$ cat config.mk
export PLATFORM = sky130hd
export DESIGN_NAME = rt_mode_code_status
export DESIGN_NICKNAME = d
export VERILOG_FILES = /design/src/inc/rt_mc_pkg.sv /design/src/rtl/rt_time_tag_timer.sv /design/src/rtl/rt_mode_code_status.sv
export SDC_FILE = /design/constraint.sdc
export NUM_CORES = 1
export LEC_CHECK = 0
export ABC_AREA = 1
export BUFFER_PORTS_ARGS = -buffer_cell sky130_fd_sc_hd__clkbuf_2
export CAP_MARGIN = 20
export CORE_ASPECT_RATIO = 2
export CORE_MARGIN = 4
export CORE_UTILIZATION = 27
export DETAILED_ROUTE_END_ITERATION = 10
export SYNTH_ARGS = -nofsm -noshare
export SYNTH_HDL_FRONTEND = slang
export SYNTH_HIERARCHICAL = 1
export SYNTH_SLANG_ARGS = --single-unit
$ cat constraint.sdc
create_clock -name CLK_SYS -period 2.8 [get_ports CLK_SYS]
set_input_delay 0.42 -clock CLK_SYS [delete_from_list [all_inputs] [get_ports CLK_SYS]]
set_output_delay 0.42 -clock CLK_SYS [all_outputs]
set_load 0.05 [all_outputs]
$ cat src/inc/rt_mc_pkg.sv
/*
 Shared constants for the remote-terminal mode code and message status logic:
 register indices, field positions, mode code values and the state encoding.
 Assumes a single 100 MHz system clock and a word-wide register port.
*/
package rt_mc_pkg;

   // Register indices on the register port.
   localparam logic [4:0] REG_CTRL = 5'h00;
   localparam logic [4:0] REG_LAST_CMD = 5'h02;
   localparam logic [4:0] REG_BIT_WORD = 5'h06;
   localparam logic [4:0] REG_TIMER = 5'h07;
   localparam logic [4:0] REG_VECTOR = 5'h08;
   localparam logic [4:0] REG_AUX = 5'h09;
   localparam logic [4:0] REG_STATUS = 5'h0A;

   // Control register fields and the service request bit of the auxiliary register.
   localparam int CTRL_ENHANCED = 0;
   localparam int CTRL_DBA_EN = 1;
   localparam int CTRL_OVERRIDE_EN = 2;
   localparam int CTRL_TF_REQ = 3;
   localparam int SRQ_BIT = 8;

   // Message information word fields.
   localparam int MIW_CNT_LO = 11;
   localparam int MIW_BUS = 9;
   localparam int MIW_TERMINAL_TO_TERMINAL_FLAG = 8;
   localparam int MIW_ME = 7;
   localparam int MIW_BC = 5;
   localparam int MIW_ILL = 4;
   localparam int MIW_SHORT = 3;
   localparam int MIW_OVR = 2;
   localparam int MIW_PAR = 1;
   localparam int MIW_MAN = 0;

   // Status word fields and command word fields.
   localparam int ST_ADDR_LO = 11;
   localparam int ST_ME = 10;
   localparam int ST_SR = 8;
   localparam int ST_BCR = 4;
   localparam int ST_DBA = 1;
   localparam int ST_TF = 0;
   localparam int CMD_TR = 10;
   localparam logic [4:0] SA_MODE_A = 5'h00;
   localparam logic [4:0] SA_MODE_B = 5'h1F;
   localparam logic [5:0] FULL_WC = 6'h20;

   // Mode code values.
   localparam logic [4:0] MC_DYN_BUS = 5'h00;
   localparam logic [4:0] MC_SYNC = 5'h01;
   localparam logic [4:0] MC_TX_STATUS = 5'h02;
   localparam logic [4:0] MC_SELF_TEST = 5'h03;
   localparam logic [4:0] MC_SHUTDOWN = 5'h04;
   localparam logic [4:0] MC_OVR_SHUTDOWN = 5'h05;
   localparam logic [4:0] MC_INHIBIT_TF = 5'h06;
   localparam logic [4:0] MC_OVR_INHIBIT = 5'h07;
   localparam logic [4:0] MC_RESET_RT = 5'h08;
   localparam logic [4:0] MC_VECTOR = 5'h10;
   localparam logic [4:0] MC_SYNC_DATA = 5'h11;
   localparam logic [4:0] MC_LAST_CMD = 5'h12;
   localparam logic [4:0] MC_BIT_WORD = 5'h13;

   // Time-tag resolution.
   localparam int CLK_PERIOD_NS = 10;
   localparam int TICK_NS = 1000;
   localparam logic [6:0] TICK_CYCLES = 7'(TICK_NS / CLK_PERIOD_NS);

   typedef enum logic [3:0] {
      S_IDLE = 4'h1,
      S_RECV = 4'h2,
      S_STAT = 4'h4,
      S_DATA = 4'h8
   } state_t;

   // True when the command addresses a mode code subaddress.
   function automatic logic is_mode(input logic [15:0] cmd);
      return (cmd[9:5] == SA_MODE_A) || (cmd[9:5] == SA_MODE_B);
   endfunction

endpackage

$ cat src/rtl/rt_time_tag_timer.sv
/*
 Time-tag counter with a fixed prescaler, a clear and a load.
 Assumes its controls come from logic on the same clock.
*/
`timescale 1ns/10ps
module rt_time_tag_timer (
   input wire logic clk,
   input wire logic rst_n,
   input wire logic ce,
   input wire logic clr,
   input wire logic load,
   input wire logic [15:0] load_value,
   output logic [15:0] count
);

   typedef struct packed {
      logic [6:0] pre;
      logic [15:0] cnt;
   } tmr_t;

   tmr_t s;
   tmr_t n;

   // Clear beats load so a sync without data always lands on zero.
   always_comb begin
      n = s;
      if (clr) begin
         n.pre = 7'h00;
         n.cnt = 16'h0000;
      end else if (load) begin
         n.pre = 7'h00;
         n.cnt = load_value;
      end else if (s.pre == 7'(rt_mc_pkg::TICK_CYCLES - 7'h01)) begin
         n.pre = 7'h00;
         n.cnt = 16'(s.cnt + 16'h0001);
      end else begin
         n.pre = 7'(s.pre + 7'h01);
      end
   end

   // The clock enable freezes the prescaler as well as the count.
   always_ff @(posedge clk) begin
      if (!rst_n) begin
         s <= '0;
      end else if (ce) begin
         s <= n;
      end
   end

   assign count = s.cnt;

endmodule

$ cat src/rtl/rt_mode_code_status.sv
/*
 Remote-terminal message status writer and mode code executor: builds the
 message information word, captures the time tag and carries out mode codes.
 Assumes a word decoder on the same clock delivers validated commands, data
 words and an end-of-message pulse, and that a transmitter takes each word.
*/
// Overview of operation
// - Flag terminal-to-terminal transfers on receive.
// - Any error sets message error flag.
// - Enhanced mode: bit five marks broadcast.
// - Flag commands that were made illegal.
// - Flag receive messages with too few words.
// - Flag extra or unexpected data words.
// - Flag received data parity errors.
// - Flag received data encoding errors.
// - Capture timer when command is validated.
// - Keep last command except transmit-last-command.
// - Every mode code answers with status.
// - Four of sixteen registers (16..19) mark mode codes illegal.
// - Sync with data loads the timer.
// - Sync without data clears the timer.
// - Dynamic bus acceptance only when enabled.
// - Status cleared at reset; illegal updates it.
// - Self-test does nothing beyond status.
// - Shutdown alternate bus; reset or override clears.
// - Inhibit terminal flag; override re-enables it.
// - Vector word with service request; then clear.
// - Send previous command; legal updates status.
// - Send built-in-test register as data.
// - Bus select bit: one for bus A.
// - Count or code in top five bits.
`timescale 1ns/10ps
module rt_mode_code_status (
   input wire logic CLK_SYS,
   input wire logic RST_N,
   input wire logic CE,
   input wire logic [4:0] ADDR,
   input wire logic [15:0] WDATA,
   input wire logic WR_STB,
   input wire logic RD_STB,
   output logic [15:0] RDATA,
   input wire logic CMD_VALID,
   input wire logic [15:0] CMD_WORD,
   input wire logic CMD_BUS_A,
   input wire logic CMD_BCAST,
   input wire logic CMD_TERMINAL_TO_TERMINAL_FLAG,
   input wire logic DW_VALID,
   input wire logic [15:0] DW_WORD,
   input wire logic DW_PAR_ERR,
   input wire logic DW_MAN_ERR,
   input wire logic MSG_DONE,
   output logic MIW_VALID,
   output logic [15:0] MESSAGE_INFORMATION_WORD,
   output logic [15:0] MIW_TTAG,
   output logic TX_VALID,
   output logic [15:0] TX_WORD,
   output logic ALT_TX_DISABLE,
   output logic TERMINAL_FLAG
);

   typedef struct packed {
      rt_mc_pkg::state_t st;
      logic [15:0] ctrl;
      logic [15:0] aux;
      logic [15:0] bitw;
      logic [15:0] vec;
      logic [15:0] last_cmd;
      logic [15:0] cmd;
      logic [15:0] ttag;
      logic [15:0] dw;
      logic [15:0] status;
      logic [15:0][15:0] legal;
      logic bus_a;
      logic bcast;
      logic terminal_to_terminal_flag;
      logic illegal_command_flag;
      logic overrun_flag;
      logic par;
      logic bit_encoding_error_flag;
      logic [5:0] cnt;
      logic [5:0] expct;
      logic alt_dis;
      logic tf_inh;
      logic tm_load;
      logic tm_clr;
      logic miw_vld;
      logic tx_vld;
      logic alt_o;
      logic tf_o;
      logic [15:0] rdata;
      logic [15:0] message_information_word;
      logic [15:0] miw_tt;
      logic [15:0] tx_word;
   } core_t;

   localparam core_t RESET_STATE = '{st: rt_mc_pkg::S_IDLE, default: '0};

   core_t s;
   core_t n;
   logic [15:0] timer;
   logic [4:0] mc;
   logic tr;
   logic mode;

   assign mc = s.cmd[4:0];
   assign tr = s.cmd[rt_mc_pkg::CMD_TR];
   assign mode = rt_mc_pkg::is_mode(s.cmd);

   // A set bit in the bank makes the code illegal; regs 16..19 cover mode codes.
   function automatic logic illegal(input logic [15:0] cmd, input logic [15:0][15:0] bank);
      logic [3:0] row;
      row = {2'b00, cmd[rt_mc_pkg::CMD_TR], cmd[4]};
      return rt_mc_pkg::is_mode(cmd) && bank[row][cmd[3:0]];
   endfunction

   // Data words that a command calls for on receive; transmit expects none.
   function automatic logic [5:0] expected(input logic [15:0] cmd);
      logic [5:0] wc;
      wc = (cmd[4:0] == 5'h00) ? rt_mc_pkg::FULL_WC : {1'b0, cmd[4:0]};
      if (cmd[rt_mc_pkg::CMD_TR]) begin
         return 6'h00;
      end else if (rt_mc_pkg::is_mode(cmd)) begin
         return {5'h00, cmd[4]};
      end
      return wc;
   endfunction

   rt_time_tag_timer u_timer (
      .clk(CLK_SYS),
      .rst_n(RST_N),
      .ce(CE),
      .clr(s.tm_clr),
      .load(s.tm_load),
      .load_value(s.dw),
      .count(timer)
   );

   // Next-state logic: message sequence first, register writes last so that
   // software writing the service request bit wins over the hardware clear.
   always_comb begin
      logic short_msg;
      logic err;
      logic upd;
      logic [15:0] w;
      short_msg = 1'b0;
      err = 1'b0;
      upd = 1'b0;
      w = 16'h0000;
      n = s;
      n.miw_vld = 1'b0;
      n.tx_vld = 1'b0;
      n.tm_load = 1'b0;
      n.tm_clr = 1'b0;
      n.rdata = 16'h0000;
      unique case (s.st)
         rt_mc_pkg::S_IDLE: begin
            if (CMD_VALID) begin
               n.cmd = CMD_WORD;
               n.ttag = timer;
               n.bus_a = CMD_BUS_A;
               n.bcast = CMD_BCAST;
               n.terminal_to_terminal_flag = CMD_TERMINAL_TO_TERMINAL_FLAG;
               n.illegal_command_flag = illegal(CMD_WORD, s.legal);
               n.expct = expected(CMD_WORD);
               n.cnt = 6'h00;
               n.overrun_flag = 1'b0;
               n.par = 1'b0;
               n.bit_encoding_error_flag = 1'b0;
               n.st = rt_mc_pkg::S_RECV;
            end
         end
         rt_mc_pkg::S_RECV: begin
            if (DW_VALID) begin
               if (s.cnt >= s.expct) begin
                  n.overrun_flag = 1'b1;
               end
               if (s.cnt != 6'h3F) begin
                  n.cnt = 6'(s.cnt + 6'h01);
               end
               n.par = s.par | DW_PAR_ERR;
               n.bit_encoding_error_flag = s.bit_encoding_error_flag | DW_MAN_ERR;
               n.dw = DW_WORD;
            end
            if (MSG_DONE) begin
               n.st = rt_mc_pkg::S_STAT;
            end
         end
         rt_mc_pkg::S_STAT: begin
            short_msg = !tr && (s.cnt < s.expct);
            err = s.illegal_command_flag | short_msg | s.overrun_flag | s.par | s.bit_encoding_error_flag;
            // The unused bits six and ten stay at the zero of w.
            w[15:rt_mc_pkg::MIW_CNT_LO] = mc;
            w[rt_mc_pkg::MIW_BUS] = s.bus_a;
            w[rt_mc_pkg::MIW_TERMINAL_TO_TERMINAL_FLAG] = s.terminal_to_terminal_flag && !tr;
            w[rt_mc_pkg::MIW_ME] = err;
            w[rt_mc_pkg::MIW_BC] = s.bcast && s.ctrl[rt_mc_pkg::CTRL_ENHANCED];
            w[rt_mc_pkg::MIW_ILL] = s.illegal_command_flag;
            w[rt_mc_pkg::MIW_SHORT] = short_msg;
            w[rt_mc_pkg::MIW_OVR] = s.overrun_flag;
            w[rt_mc_pkg::MIW_PAR] = s.par && !tr;
            w[rt_mc_pkg::MIW_MAN] = s.bit_encoding_error_flag && !tr;
            n.message_information_word = w;
            n.miw_tt = s.ttag;
            n.miw_vld = 1'b1;
            n.st = rt_mc_pkg::S_IDLE;
            if (!(mode && tr && mc == rt_mc_pkg::MC_LAST_CMD)) begin
               n.last_cmd = s.cmd;
            end
            if (mode) begin
               // Fresh status word from this message.
               w = 16'h0000;
               w[15:rt_mc_pkg::ST_ADDR_LO] = s.cmd[15:11];
               w[rt_mc_pkg::ST_ME] = err;
               w[rt_mc_pkg::ST_SR] = s.aux[rt_mc_pkg::SRQ_BIT];
               w[rt_mc_pkg::ST_BCR] = s.bcast;
               w[rt_mc_pkg::ST_TF] = s.ctrl[rt_mc_pkg::CTRL_TF_REQ] && !s.tf_inh;
               // Transmit-status keeps the old word unless illegal; transmit-last
               // keeps it when illegal.
               upd = !(tr && mc == rt_mc_pkg::MC_TX_STATUS && !s.illegal_command_flag) &&
                     !(tr && mc == rt_mc_pkg::MC_LAST_CMD && s.illegal_command_flag);
               if (upd) begin
                  n.status = w;
               end
               n.tx_word = upd ? w : s.status;
               n.tx_vld = 1'b1;
               if (!s.illegal_command_flag) begin
                  if (tr) begin
                     unique case (mc)
                        rt_mc_pkg::MC_DYN_BUS: begin
                           n.tx_word[rt_mc_pkg::ST_DBA] = s.ctrl[rt_mc_pkg::CTRL_DBA_EN];
                        end
                        rt_mc_pkg::MC_SYNC: begin
                           n.tm_clr = 1'b1;
                        end
                        rt_mc_pkg::MC_SHUTDOWN: begin
                           n.alt_dis = 1'b1;
                        end
                        rt_mc_pkg::MC_OVR_SHUTDOWN: begin
                           if (s.ctrl[rt_mc_pkg::CTRL_OVERRIDE_EN]) begin
                              n.alt_dis = 1'b0;
                           end
                        end
                        rt_mc_pkg::MC_RESET_RT: begin
                           n.alt_dis = 1'b0;
                        end
                        rt_mc_pkg::MC_INHIBIT_TF: begin
                           n.tf_inh = 1'b1;
                        end
                        rt_mc_pkg::MC_OVR_INHIBIT: begin
                           n.tf_inh = 1'b0;
                        end
                        rt_mc_pkg::MC_VECTOR: begin
                           n.tx_word[rt_mc_pkg::ST_SR] = 1'b1;
                           n.aux[rt_mc_pkg::SRQ_BIT] = 1'b0;
                        end
                        default: begin
                           // Self-test and the rest answer with status; transmit-last and BIT word then add data.
                           n.tm_clr = 1'b0;
                        end
                     endcase
                  end else if (mc == rt_mc_pkg::MC_SYNC_DATA && !short_msg) begin
                     n.tm_load = 1'b1;
                  end
               end
               if (tr && mc[4] && !s.illegal_command_flag) begin
                  n.st = rt_mc_pkg::S_DATA;
               end
            end
         end
         rt_mc_pkg::S_DATA: begin
            n.tx_vld = 1'b1;
            n.st = rt_mc_pkg::S_IDLE;
            if (mc == rt_mc_pkg::MC_LAST_CMD) begin
               n.tx_word = s.last_cmd;
            end else if (mc == rt_mc_pkg::MC_BIT_WORD) begin
               n.tx_word = s.bitw;
            end else begin
               n.tx_word = s.vec;
            end
         end
         default: begin
            n.st = rt_mc_pkg::S_IDLE;
         end
      endcase
      if (WR_STB) begin
         if (ADDR[4]) begin
            n.legal[ADDR[3:0]] = WDATA;
         end else if (ADDR == rt_mc_pkg::REG_CTRL) begin
            n.ctrl = WDATA;
         end else if (ADDR == rt_mc_pkg::REG_BIT_WORD) begin
            n.bitw = WDATA;
         end else if (ADDR == rt_mc_pkg::REG_VECTOR) begin
            n.vec = WDATA;
         end else if (ADDR == rt_mc_pkg::REG_AUX) begin
            n.aux = WDATA;
         end
      end
      if (RD_STB) begin
         if (ADDR[4]) begin
            n.rdata = s.legal[ADDR[3:0]];
         end else begin
            unique case (ADDR)
               rt_mc_pkg::REG_CTRL: n.rdata = s.ctrl;
               rt_mc_pkg::REG_LAST_CMD: n.rdata = s.last_cmd;
               rt_mc_pkg::REG_BIT_WORD: n.rdata = s.bitw;
               rt_mc_pkg::REG_TIMER: n.rdata = timer;
               rt_mc_pkg::REG_VECTOR: n.rdata = s.vec;
               rt_mc_pkg::REG_AUX: n.rdata = s.aux;
               rt_mc_pkg::REG_STATUS: n.rdata = s.status;
               default: n.rdata = 16'h0000;
            endcase
         end
      end
      n.alt_o = n.alt_dis;
      n.tf_o = n.ctrl[rt_mc_pkg::CTRL_TF_REQ] && !n.tf_inh;
   end

   // Single state register; clock enable low freezes everything.
   always_ff @(posedge CLK_SYS) begin
      if (!RST_N) begin
         s <= RESET_STATE;
      end else if (CE) begin
         s <= n;
      end
   end

   assign RDATA = s.rdata;
   assign MIW_VALID = s.miw_vld;
   assign MESSAGE_INFORMATION_WORD = s.message_information_word;
   assign MIW_TTAG = s.miw_tt;
   assign TX_VALID = s.tx_vld;
   assign TX_WORD = s.tx_word;
   assign ALT_TX_DISABLE = s.alt_o;
   assign TERMINAL_FLAG = s.tf_o;
endmodule

# Word-level counts from Yosys, hierarchy flattened

Cells that the tools add are included.

Equality and inequality tests: 32
Multiplexer cells: 73
Magnitude comparators: 6
Add/subtract/negate cells: 3
Reduce and logical (&&, ||, !) cells: 54
Bitwise logic cells: 12

Operators with widths:

| operator              | number |
|---|---|
| $bwmux 256            | 1 |
| $mux 16               | 16 |
| $pmux 16 s7           | 1 |
| $mux 52               | 2 |
| $bmux 16 s4           | 1 |
| $demux 16 s4          | 1 |
| $mux 48               | 1 |
| $mux 23               | 2 |
| $bmux 16 s2           | 1 |
| $pmux 16 s2           | 1 |
| $eq 5x3->1 const B    | 6 |
| $eq 5x5->1 const B    | 6 |
| $mux 6                | 5 |
| $mux 4                | 7 |
| $logic_not 5->1       | 5 |
| $mux 1                | 23 |
| $reduce_and 3->1      | 7 |
| $eq 5x4->1 const B    | 4 |
| $logic_and 1x1->1     | 19 |
| $pmux 9 s2            | 1 |
| $add 16x1->16 const B | 1 |
| $mux 15               | 1 |
| $reduce_and 5->1      | 3 |
| $ne 2x2->1 const B    | 7 |
| other kinds (33)      | 58 |

Bits of input ports: 66
Output and inout bits: 68
Bits in registers: 515

# Logic depth before layout (Yosys ltp)

Gate-level depths: netlist of run 1.

Depth after elaboration: 13
Gate-level depth with buffers: 14
Depth with buffers taken out: 13

# By module

Netlist of run 1, hierarchy kept.

Modules (own cells, without submodules):

| module              | sequential area each (um^2) | area an instance (um^2) | cells each | times used |
|---|---|---|---|---|
| rt_mode_code_status | 9849.4                      | 21612.0                 | 3049       | 1 |
| rt_time_tag_timer   | 460.4                       | 1661.6                  | 253        | 1 |

# Worst setup path after synthesis of run 1

OpenSTA, ideal clock, no wires.

Kind: input-to-reg
Start: input port CE
End: register s[78] (netlist bit)
Data required time: 2684 ps
Cell stages on the path: 10
Setup slack: 1048 ps
Arrival time: 1637 ps
Cell sequence: buf_2 > nand2_1 > clkinv_1 > nand2_1 > o21ai_0 > and2_1 > nand2_1 > inv_2 > o21ai_0 > nor2_1

Cells in the longest elaborated chain, start to end: 1

RTL lines:

| element                    | RTL line                   | source |
|---|---|---|
| start, declared            | rt_mode_code_status.sv:36  | `input wire logic CE,` |
| $reduce_and 5->1 (no line) | --                         |  |
| end signal, assigned       | rt_mode_code_status.sv:323 | `s <= n;` |
| end, declared              | rt_mode_code_status.sv:98  | `core_t s;` |

No other way between the ends.
A chain may end at the register's enable or synchronous reset.

# Worst setup path after layout of run 1

Start: register s[491] (netlist bit)
End: register s, in the netlist TX_WORD[8]

Cells in the longest elaborated chain, start to end: 3
Elaborated cells on any way between the ends: 6

RTL lines:

| element                                                   | RTL line                   | source |
|---|---|---|
| $eq 4x3->1 or $eq 4x4->1 (tied branches)                  | rt_mode_code_status.sv:155 | `unique case (s.st)` |
| $ne 2x2->1 (no line) or $reduce_bool 2->1 (tied branches) | --                         |  |
| $reduce_and 3->1 (no line)                                | --                         |  |

Several ways; a longest one is shown, not always the timed one.

==> impl_metrics.env, run 1 <==
export IMPL_synth_edf_count=0
export IMPL_synth_compound_area_share_pct=23.8
export IMPL_drtPass1Iterations=8
export IMPL_path_class="register to register"
export IMPL_stdcell_area_sq_um=26400
export IMPL_ys_top_cells_by_count="611 x nand2_1, 523 x a21oi_1, 515 x dfxtp_1"
export IMPL_cts_resized=0
export IMPL_yosysTopAreaCell="dfxtp_1"
export IMPL_yosysMostFrequentCell="nand2_1"
export IMPL_grt_pass1_vias=21200
export IMPL_synth_top_family_by_area="compound AO/OA/AOI/OAI gates"
export IMPL_ctsHoldBuffers=0
export IMPL_drive_gt1_share_pct=11.5
export IMPL_hold_viol_final=0
export IMPL_crit_buf_inv=3
export IMPL_grt_max_degree=150
export IMPL_place_inst=4393
export IMPL_cp_cell_sequence="or2_1 > nor3_2 > nand2_1 > inv_1 > o21ai_2 > inv_2 > nand3_1 > nand2_1 > inv_1"
export IMPL_clockRootBuffer="clkbuf_16"
export IMPL_cts_inserted_buffers=45
export IMPL_wl_um=93800
export IMPL_final_setup_skew_ns=0.0203
export IMPL_syn_area_sq_um=23300
export IMPL_globalplace_congestion=1.02
export IMPL_cap_violations=0
export IMPL_worst_slew_pin_slew_ns=0.977
export IMPL_cp_top_family="simple AND/OR/NAND/NOR gates"
export IMPL_postLayoutCoreUtil_pct=30.8
export IMPL_cp_required_ns=3.29
export IMPL_antenna_found_initial=4
export IMPL_ios=134
export IMPL_period_minus_slack_ns=2.33
export IMPL_coreArea_sq_um=85800
export IMPL_relSlewSlack_pct=34.2
export IMPL_p_leak_uw=0.0106
export IMPL_fillers=9238
export IMPL_peakVddDrop_mv=0.449
export IMPL_synth_simple_area_share_pct=21.1
export IMPL_hold_path_class="input port to register"
export IMPL_fin_hold_ws_ns=0.0542
export IMPL_cts_setup_buffers=0
export IMPL_grt_pass1_wl_um=136000
export IMPL_viasPerCell=5.01
export IMPL_clk_latency_ns=0.60
export IMPL_hpwlAfterDp_um=68500
export IMPL_port_buffers=131
export IMPL_async_flop_share_pct=0
export IMPL_die_area_sq_um=91200
export IMPL_cp_end_kind="register"
export IMPL_num_rows=152
export IMPL_ys_flop_type="dfxtp_1"
export IMPL_slowest_delay_ns=0.38
export IMPL_cp_start_kind="register"
export IMPL_route_detailed_drc=0
export IMPL_arrival_ns=2.82
export IMPL_crit_slowest_cell="inv_2"
export IMPL_period_share_pct=83.3
export IMPL_ys_ff_latch=515
export IMPL_p_per_area_nw_per_um2=603
export IMPL_grt_setup_unrepaired="no"
export IMPL_fin_setup_tns_ns=0
export IMPL_die_h_um=423
export IMPL_finalSetupViolCount=0
export IMPL_synthDistinctLibCells=49
export IMPL_synthCells=3302
export IMPL_clk_pin_slew_ns=0.07
export IMPL_grtUsageTotal_pct=19.6
export IMPL_final_nets=3360
export IMPL_placed_cell_area_sq_um=24800
export IMPL_drv_slew=0
export IMPL_initial_core_util_pct=27.1
export IMPL_synth_xor_area_share_pct=0.188
export IMPL_htree_levels=2
export IMPL_netlist_area_leader_share_pct=44.3
export IMPL_max_freq_ghz=0.429
export IMPL_instances_no_fill=4475
export IMPL_cts_sinks=515
export IMPL_muxShareOfSynthArea_pct=0.0430
export IMPL_ant_nets=0
export IMPL_fp_dieW_um=216
export IMPL_avgSynthCellArea_sq_um=7.05
export IMPL_yosys_warnings=6
export IMPL_first_iter_violations=2028
export IMPL_wl_per_cell_um=21.0
export IMPL_synth_area_leaders="dfxtp_1 44%, a21oi_1 11%, nand2_1 9.9%"
export IMPL_synthAdderAreaFrac_pct=0.484
export IMPL_status="completed"
export IMPL_ys_seq_area_share_pct=44.3
export IMPL_critPathMaxFanout=24
export IMPL_cts_tree="built"
export IMPL_clk_path_buf_depth=3
export IMPL_synthToLayoutAreaGrowth_pct=13.6
export IMPL_gr_total_overflow=0
export IMPL_vias=22400
[worst register-to-register path: cells and delay by family, from the launching register on]
family | cells | cell delay, ns
buffers and inverters | 3 | 0.60
and+or+nand+nor | 5 | 1.18
AOI/OAI and AO/OA | 1 | 0.09
DFF | 1 | 0.35
[power by group]
part / internal, uW / total [uW] / switching [uW] / leakage, uW
sequential: 7420 / 7520 / 99.4 / 0.00416
clock: 3890 / 6860 / 2970 / 0.000771
combinational: 410 / 1560 / 1150 / 0.00565
total: 11700 / 15900 / 4210 / 0.0106
[worst paths after layout]
check | depth (start not counted) | start | slack, ns | end
worst max-delay path | 9 | s[491]$_SDFFE_PN1P_ | 0.47 | TX_WORD[8]$_SDFFE_PN0P_
worst min-delay path | 3 | DW_MAN_ERR | 0.05 | s[84]$_SDFFE_PN0P_
worst max register to register | 9 | s[491]$_SDFFE_PN1P_ | 0.47 | TX_WORD[8]$_SDFFE_PN0P_
worst min register to register | 2 | MESSAGE_INFORMATION_WORD[12]$_SDFFE_PN0P_ | 0.46 | MESSAGE_INFORMATION_WORD[12]$_SDFFE_PN0P_
[area by class of cell]
type / count / area (sq um) / share of cell area [%]
Sequential cell: 515 / 10300 / 39.0
Multi-Input combinational cell: 2265 / 10700 / 40.4
Timing Repair Buffer: 236 / 1550 / 5.88
Inverter: 222 / 836 / 3.16
Clock inverter: 18 / 260 / 0.985
Clock buffer: 62 / 1330 / 5.04
Antenna cell: 2 / 5.00 / 0.0189
Tap cell: 1155 / 1450 / 5.47
[state kept, by name, indices dropped and copies added (netlist names)]
signal	cells
MESSAGE_INFORMATION_WORD	14
ALT_TX_DISABLE	1
RDATA	16
TX_WORD	16
TERMINAL_FLAG	1
s	421
mc	5
TX_VALID	1
u_timer/count	16
MIW_VALID	1
MIW_TTAG	16
u_timer/s	7
[placed cells by master, fill, tap and decap left out, types with 8 or more instances in the layout]
cell type / Yosys / routed
nand2_1: 611 / 608
a21oi_1: 523 / 523
dfxtp_1: 515 / 515
o21ai_0: 405 / 405
nor2_1: 332 / 320
inv_1: 192 / 192
nand3_1: 166 / 165
clkbuf_2: 0 / 130
buf_4: 84 / 97
o22ai_1: 51 / 51
clkbuf_16: 0 / 47
o21ai_1: 38 / 38
nor2_2: 12 / 24
a22oi_1: 19 / 19
clkinv_1: 17 / 17
inv_2: 13 / 12
o211ai_1: 12 / 12
nor3_1: 12 / 11
clkbuf_8: 0 / 10
ha_1: 9 / 9
nand2_2: 5 / 8
buf_12: 0 / 8
[per-stage QoR]
stage	setup WS [ns]	power (uW)
final	0.469	15900
after global routing	0.333	16400
after CTS	0.451	16000
after detailed placement	0.233	9220
after global placement	0.264	9210
after floorplan	1.05	8580
[metal layers]
layer	wire, um	global-route usage, %
met1	31800	19.1
met2	46800	35.2
met3	5280	3.37
met4	9870	17.4
met5	27	0
[cell families (layout without fill, tap and decap cells)]
logic type,count (synthesis),after routing
AOI/OAI and AO/OA,1069,1069
buffers and inverters,523,538
other,1,4
and+or+nand+nor,1179,1179
muxes,1,1
xor gates and xnor gates,5,5
DFF,515,515
adders and majority gates,9,9
Note: power is estimated with default switching activity, not from simulation.
==> run 2: changes to the inputs <==
--- a/config.mk
+++ b/config.mk
@@ -5,7 +5,7 @@
 export SDC_FILE = /design/constraint.sdc
 export NUM_CORES = 1
 export LEC_CHECK = 0
-export ABC_AREA = 1
+export ABC_AREA = 0
 export BUFFER_PORTS_ARGS = -buffer_cell sky130_fd_sc_hd__clkbuf_2
 export CAP_MARGIN = 20
 export CORE_ASPECT_RATIO = 2
==> constraint.sdc (replaced) <==
create_clock -name CLK_SYS -period 2.4 [get_ports CLK_SYS]
set_input_delay 0.36 -clock CLK_SYS [delete_from_list [all_inputs] [get_ports CLK_SYS]]
set_output_delay 0.36 -clock CLK_SYS [all_outputs]
set_load 0.05 [all_outputs]
==> impl_metrics.env, run 2 <==
export IMPL_final_common_cell="nand2_1"
export IMPL_largest_reg_flops=421
export IMPL_first_iter_violations=1773
export IMPL_gr_total_overflow=0
export IMPL_async_flop_share_pct=0
export IMPL_die_area_sq_um=93300
export IMPL_crit_slowest_cell="or4_4"
export IMPL_synthCells=2652
export IMPL_relSlewSlack_pct=34.6
export IMPL_clk_path_buf_depth=3
export IMPL_ys_top_cells_by_count="519 x nand2_1, 515 x dfxtp_1, 307 x a21oi_1"
export IMPL_fillers=9140
export IMPL_max_freq_ghz=0.454
export IMPL_clk_latency_ns=0.61
export IMPL_finalSetupViolCount=0
export IMPL_yosysMostFrequentCell="nand2_1"
export IMPL_grt_pass1_vias=19400
export IMPL_grt_pass1_wl_um=123000
export IMPL_arrival_ns=2.73
export IMPL_placed_cell_area_sq_um=25900
export IMPL_num_rows=153
export IMPL_htree_levels=2
export IMPL_p_per_area_nw_per_um2=659
export IMPL_cts_sinks=515
export IMPL_layout_setup_ws_ns=0.200
export IMPL_cts_setup_buffers=0
export IMPL_synth_edf_count=0
export IMPL_synth_area_leaders="dfxtp_1 43%, mux2i_1 8.4%, nand2_1 8.2%"
export IMPL_cp_start_kind="register"
export IMPL_syn_area_sq_um=23800
export IMPL_clockRootBuffer="clkbuf_16"
export IMPL_grtUsageTotal_pct=17.2
export IMPL_slowest_delay_ns=0.56
export IMPL_synthToLayoutAreaGrowth_pct=16.8
export IMPL_drive_gt1_share_pct=17.9
export IMPL_initial_core_util_pct=27.3
export IMPL_final_setup_skew_ns=0.0199
export IMPL_drtPass1Iterations=5
export IMPL_yosys_warnings=6
export IMPL_grt_setup_unrepaired="no"
export IMPL_hpwlAfterDp_um=61300
export IMPL_fp_dieW_um=218
export IMPL_synthDistinctLibCells=81
export IMPL_period_share_pct=91.7
export IMPL_stdcell_area_sq_um=27800
export IMPL_final_nets=2783
export IMPL_route_detailed_drc=0
export IMPL_hold_viol_final=0
export IMPL_worst_slew_pin_slew_ns=0.976
export IMPL_antenna_found_initial=6
export IMPL_netlist_area_leader_share_pct=43.3
export IMPL_ctsHoldBuffers=22
export IMPL_pre_cts_slack_ns=-0.175
export IMPL_ys_seq_area_share_pct=43.3
export IMPL_status="completed"
export IMPL_path_class="register to register"
export IMPL_cts_resized=0
export IMPL_ant_nets=0
export IMPL_wl_per_cell_um=21.2
export IMPL_mostFrequentLayoutCells="519 x nand2_1, 515 x dfxtp_1, 307 x a21oi_1"
export IMPL_cts_tree="built"
export IMPL_cp_end_kind="register"
export IMPL_critPathMaxFanout=6
export IMPL_cap_violations=0
export IMPL_coreArea_sq_um=87300
export IMPL_clk_pin_slew_ns=0.07
export IMPL_die_h_um=428
export IMPL_cts_inserted_buffers=46
export IMPL_period_minus_slack_ns=2.20
export IMPL_grt_max_degree=133
export IMPL_viasPerCell=5.08
export IMPL_postLayoutCoreUtil_pct=31.9
export IMPL_p_leak_uw=0.0100
export IMPL_wl_um=83000
export IMPL_yosysTopAreaCell="dfxtp_1"
export IMPL_port_buffers=131
export IMPL_ios=134
export IMPL_largest_register="s"
export IMPL_ys_ff_latch=515
export IMPL_vias=19900
export IMPL_avgSynthCellArea_sq_um=8.98
export IMPL_hold_path_class="input port to register"
export IMPL_ys_flop_type="dfxtp_1"
export IMPL_cp_cell_sequence="or4_4 > mux2i_4 > and3_1 > a31oi_1 > or3b_1 > a21oi_1"
export IMPL_globalplace_congestion=0.899
export IMPL_drv_slew=0
export IMPL_cp_required_ns=2.92
export IMPL_peakVddDrop_mv=0.643
[run 2: critical path: cells and delay by family (launching register included)]
family,cells,cell delay (ns)
mux,1,0.31
compound gates,2,0.25
flops,1,0.35
simple gates,3,1.23
[run 2: final timing paths]
| kind | start | to | slack (ns) | cells past startpoint |
|---|---|---|---|---|
| worst min-delay path | CMD_WORD[6] | s[401]$_SDFFE_PN0P_ | 0.02 | 3 |
| worst max-delay path | s[400]$_SDFFE_PN0P_ | TERMINAL_FLAG$_SDFFE_PN0P_ | 0.20 | 6 |
| worst min register to register | s[391]$_SDFFE_PN0P_ | MIW_TTAG[12]$_SDFFE_PN0P_ | 0.45 | 2 |
| worst max register to register | s[400]$_SDFFE_PN0P_ | TERMINAL_FLAG$_SDFFE_PN0P_ | 0.20 | 6 |
[run 2: layer usage]
metal | global-route usage, % | part of all wire [%] | routed length [um]
met2 | 31.7 | 52 | 43300
met1 | 17.5 | 35 | 28700
met4 | 11.6 | 7.9 | 6530
met3 | 2.72 | 5.4 | 4450
met5 | 0 | 0.0084 | 7
[run 2: cell families after synthesis]
group / Yosys count / share of synthesized area [%]
XOR/XNOR: 11 / 0.404
AO/OA/AOI/OAI: 486 / 12.2
other: 1 / 0.0157
adder cells (fa/ha/maj): 9 / 0.473
buffers and inverters: 324 / 7.12
flip-flops: 515 / 43.3
multiplexers: 304 / 18.3
AND/OR/NAND/NOR: 1002 / 18.2
[run 2: layout make-up]
class / count / area, sq um / area share [%]
diodes: 5 / 12.5 / 0.0450
multi-input cells: 1814 / 11900 / 42.7
well taps: 1162 / 1450 / 5.23
flip-flops and latches: 515 / 10300 / 37.1
inverters: 16 / 67.6 / 0.243
clock buffers: 61 / 1350 / 4.85
repair buffers: 315 / 2400 / 8.62
clock inverters: 23 / 359 / 1.29
[run 2: power breakdown]
group	total [uW]	switching, uW	internal, uW	leakage (uW)
logic	1250	820	428	0.00502
registers	8680	71.4	8610	0.00415
clock network	8420	3560	4850	0.000832
[run 2: through the flow]
stage | hold WS [ns] | std cells | setup TNS [ns] | power [uW]
2_1_floorplan | 0.432 | 2653 | 0 | 9600
3_3_place_gp | 0.437 | 3799 | -1.55 | 10100
3_5_place_dp | 0.443 | 3799 | -2.21 | 10100
4_1_cts | 0.00599 | 3905 | 0 | 18500
5_1_grt | 0.0192 | 3908 | 0 | 18900
6_report | 0.0215 | 3911 | 0 | 18300
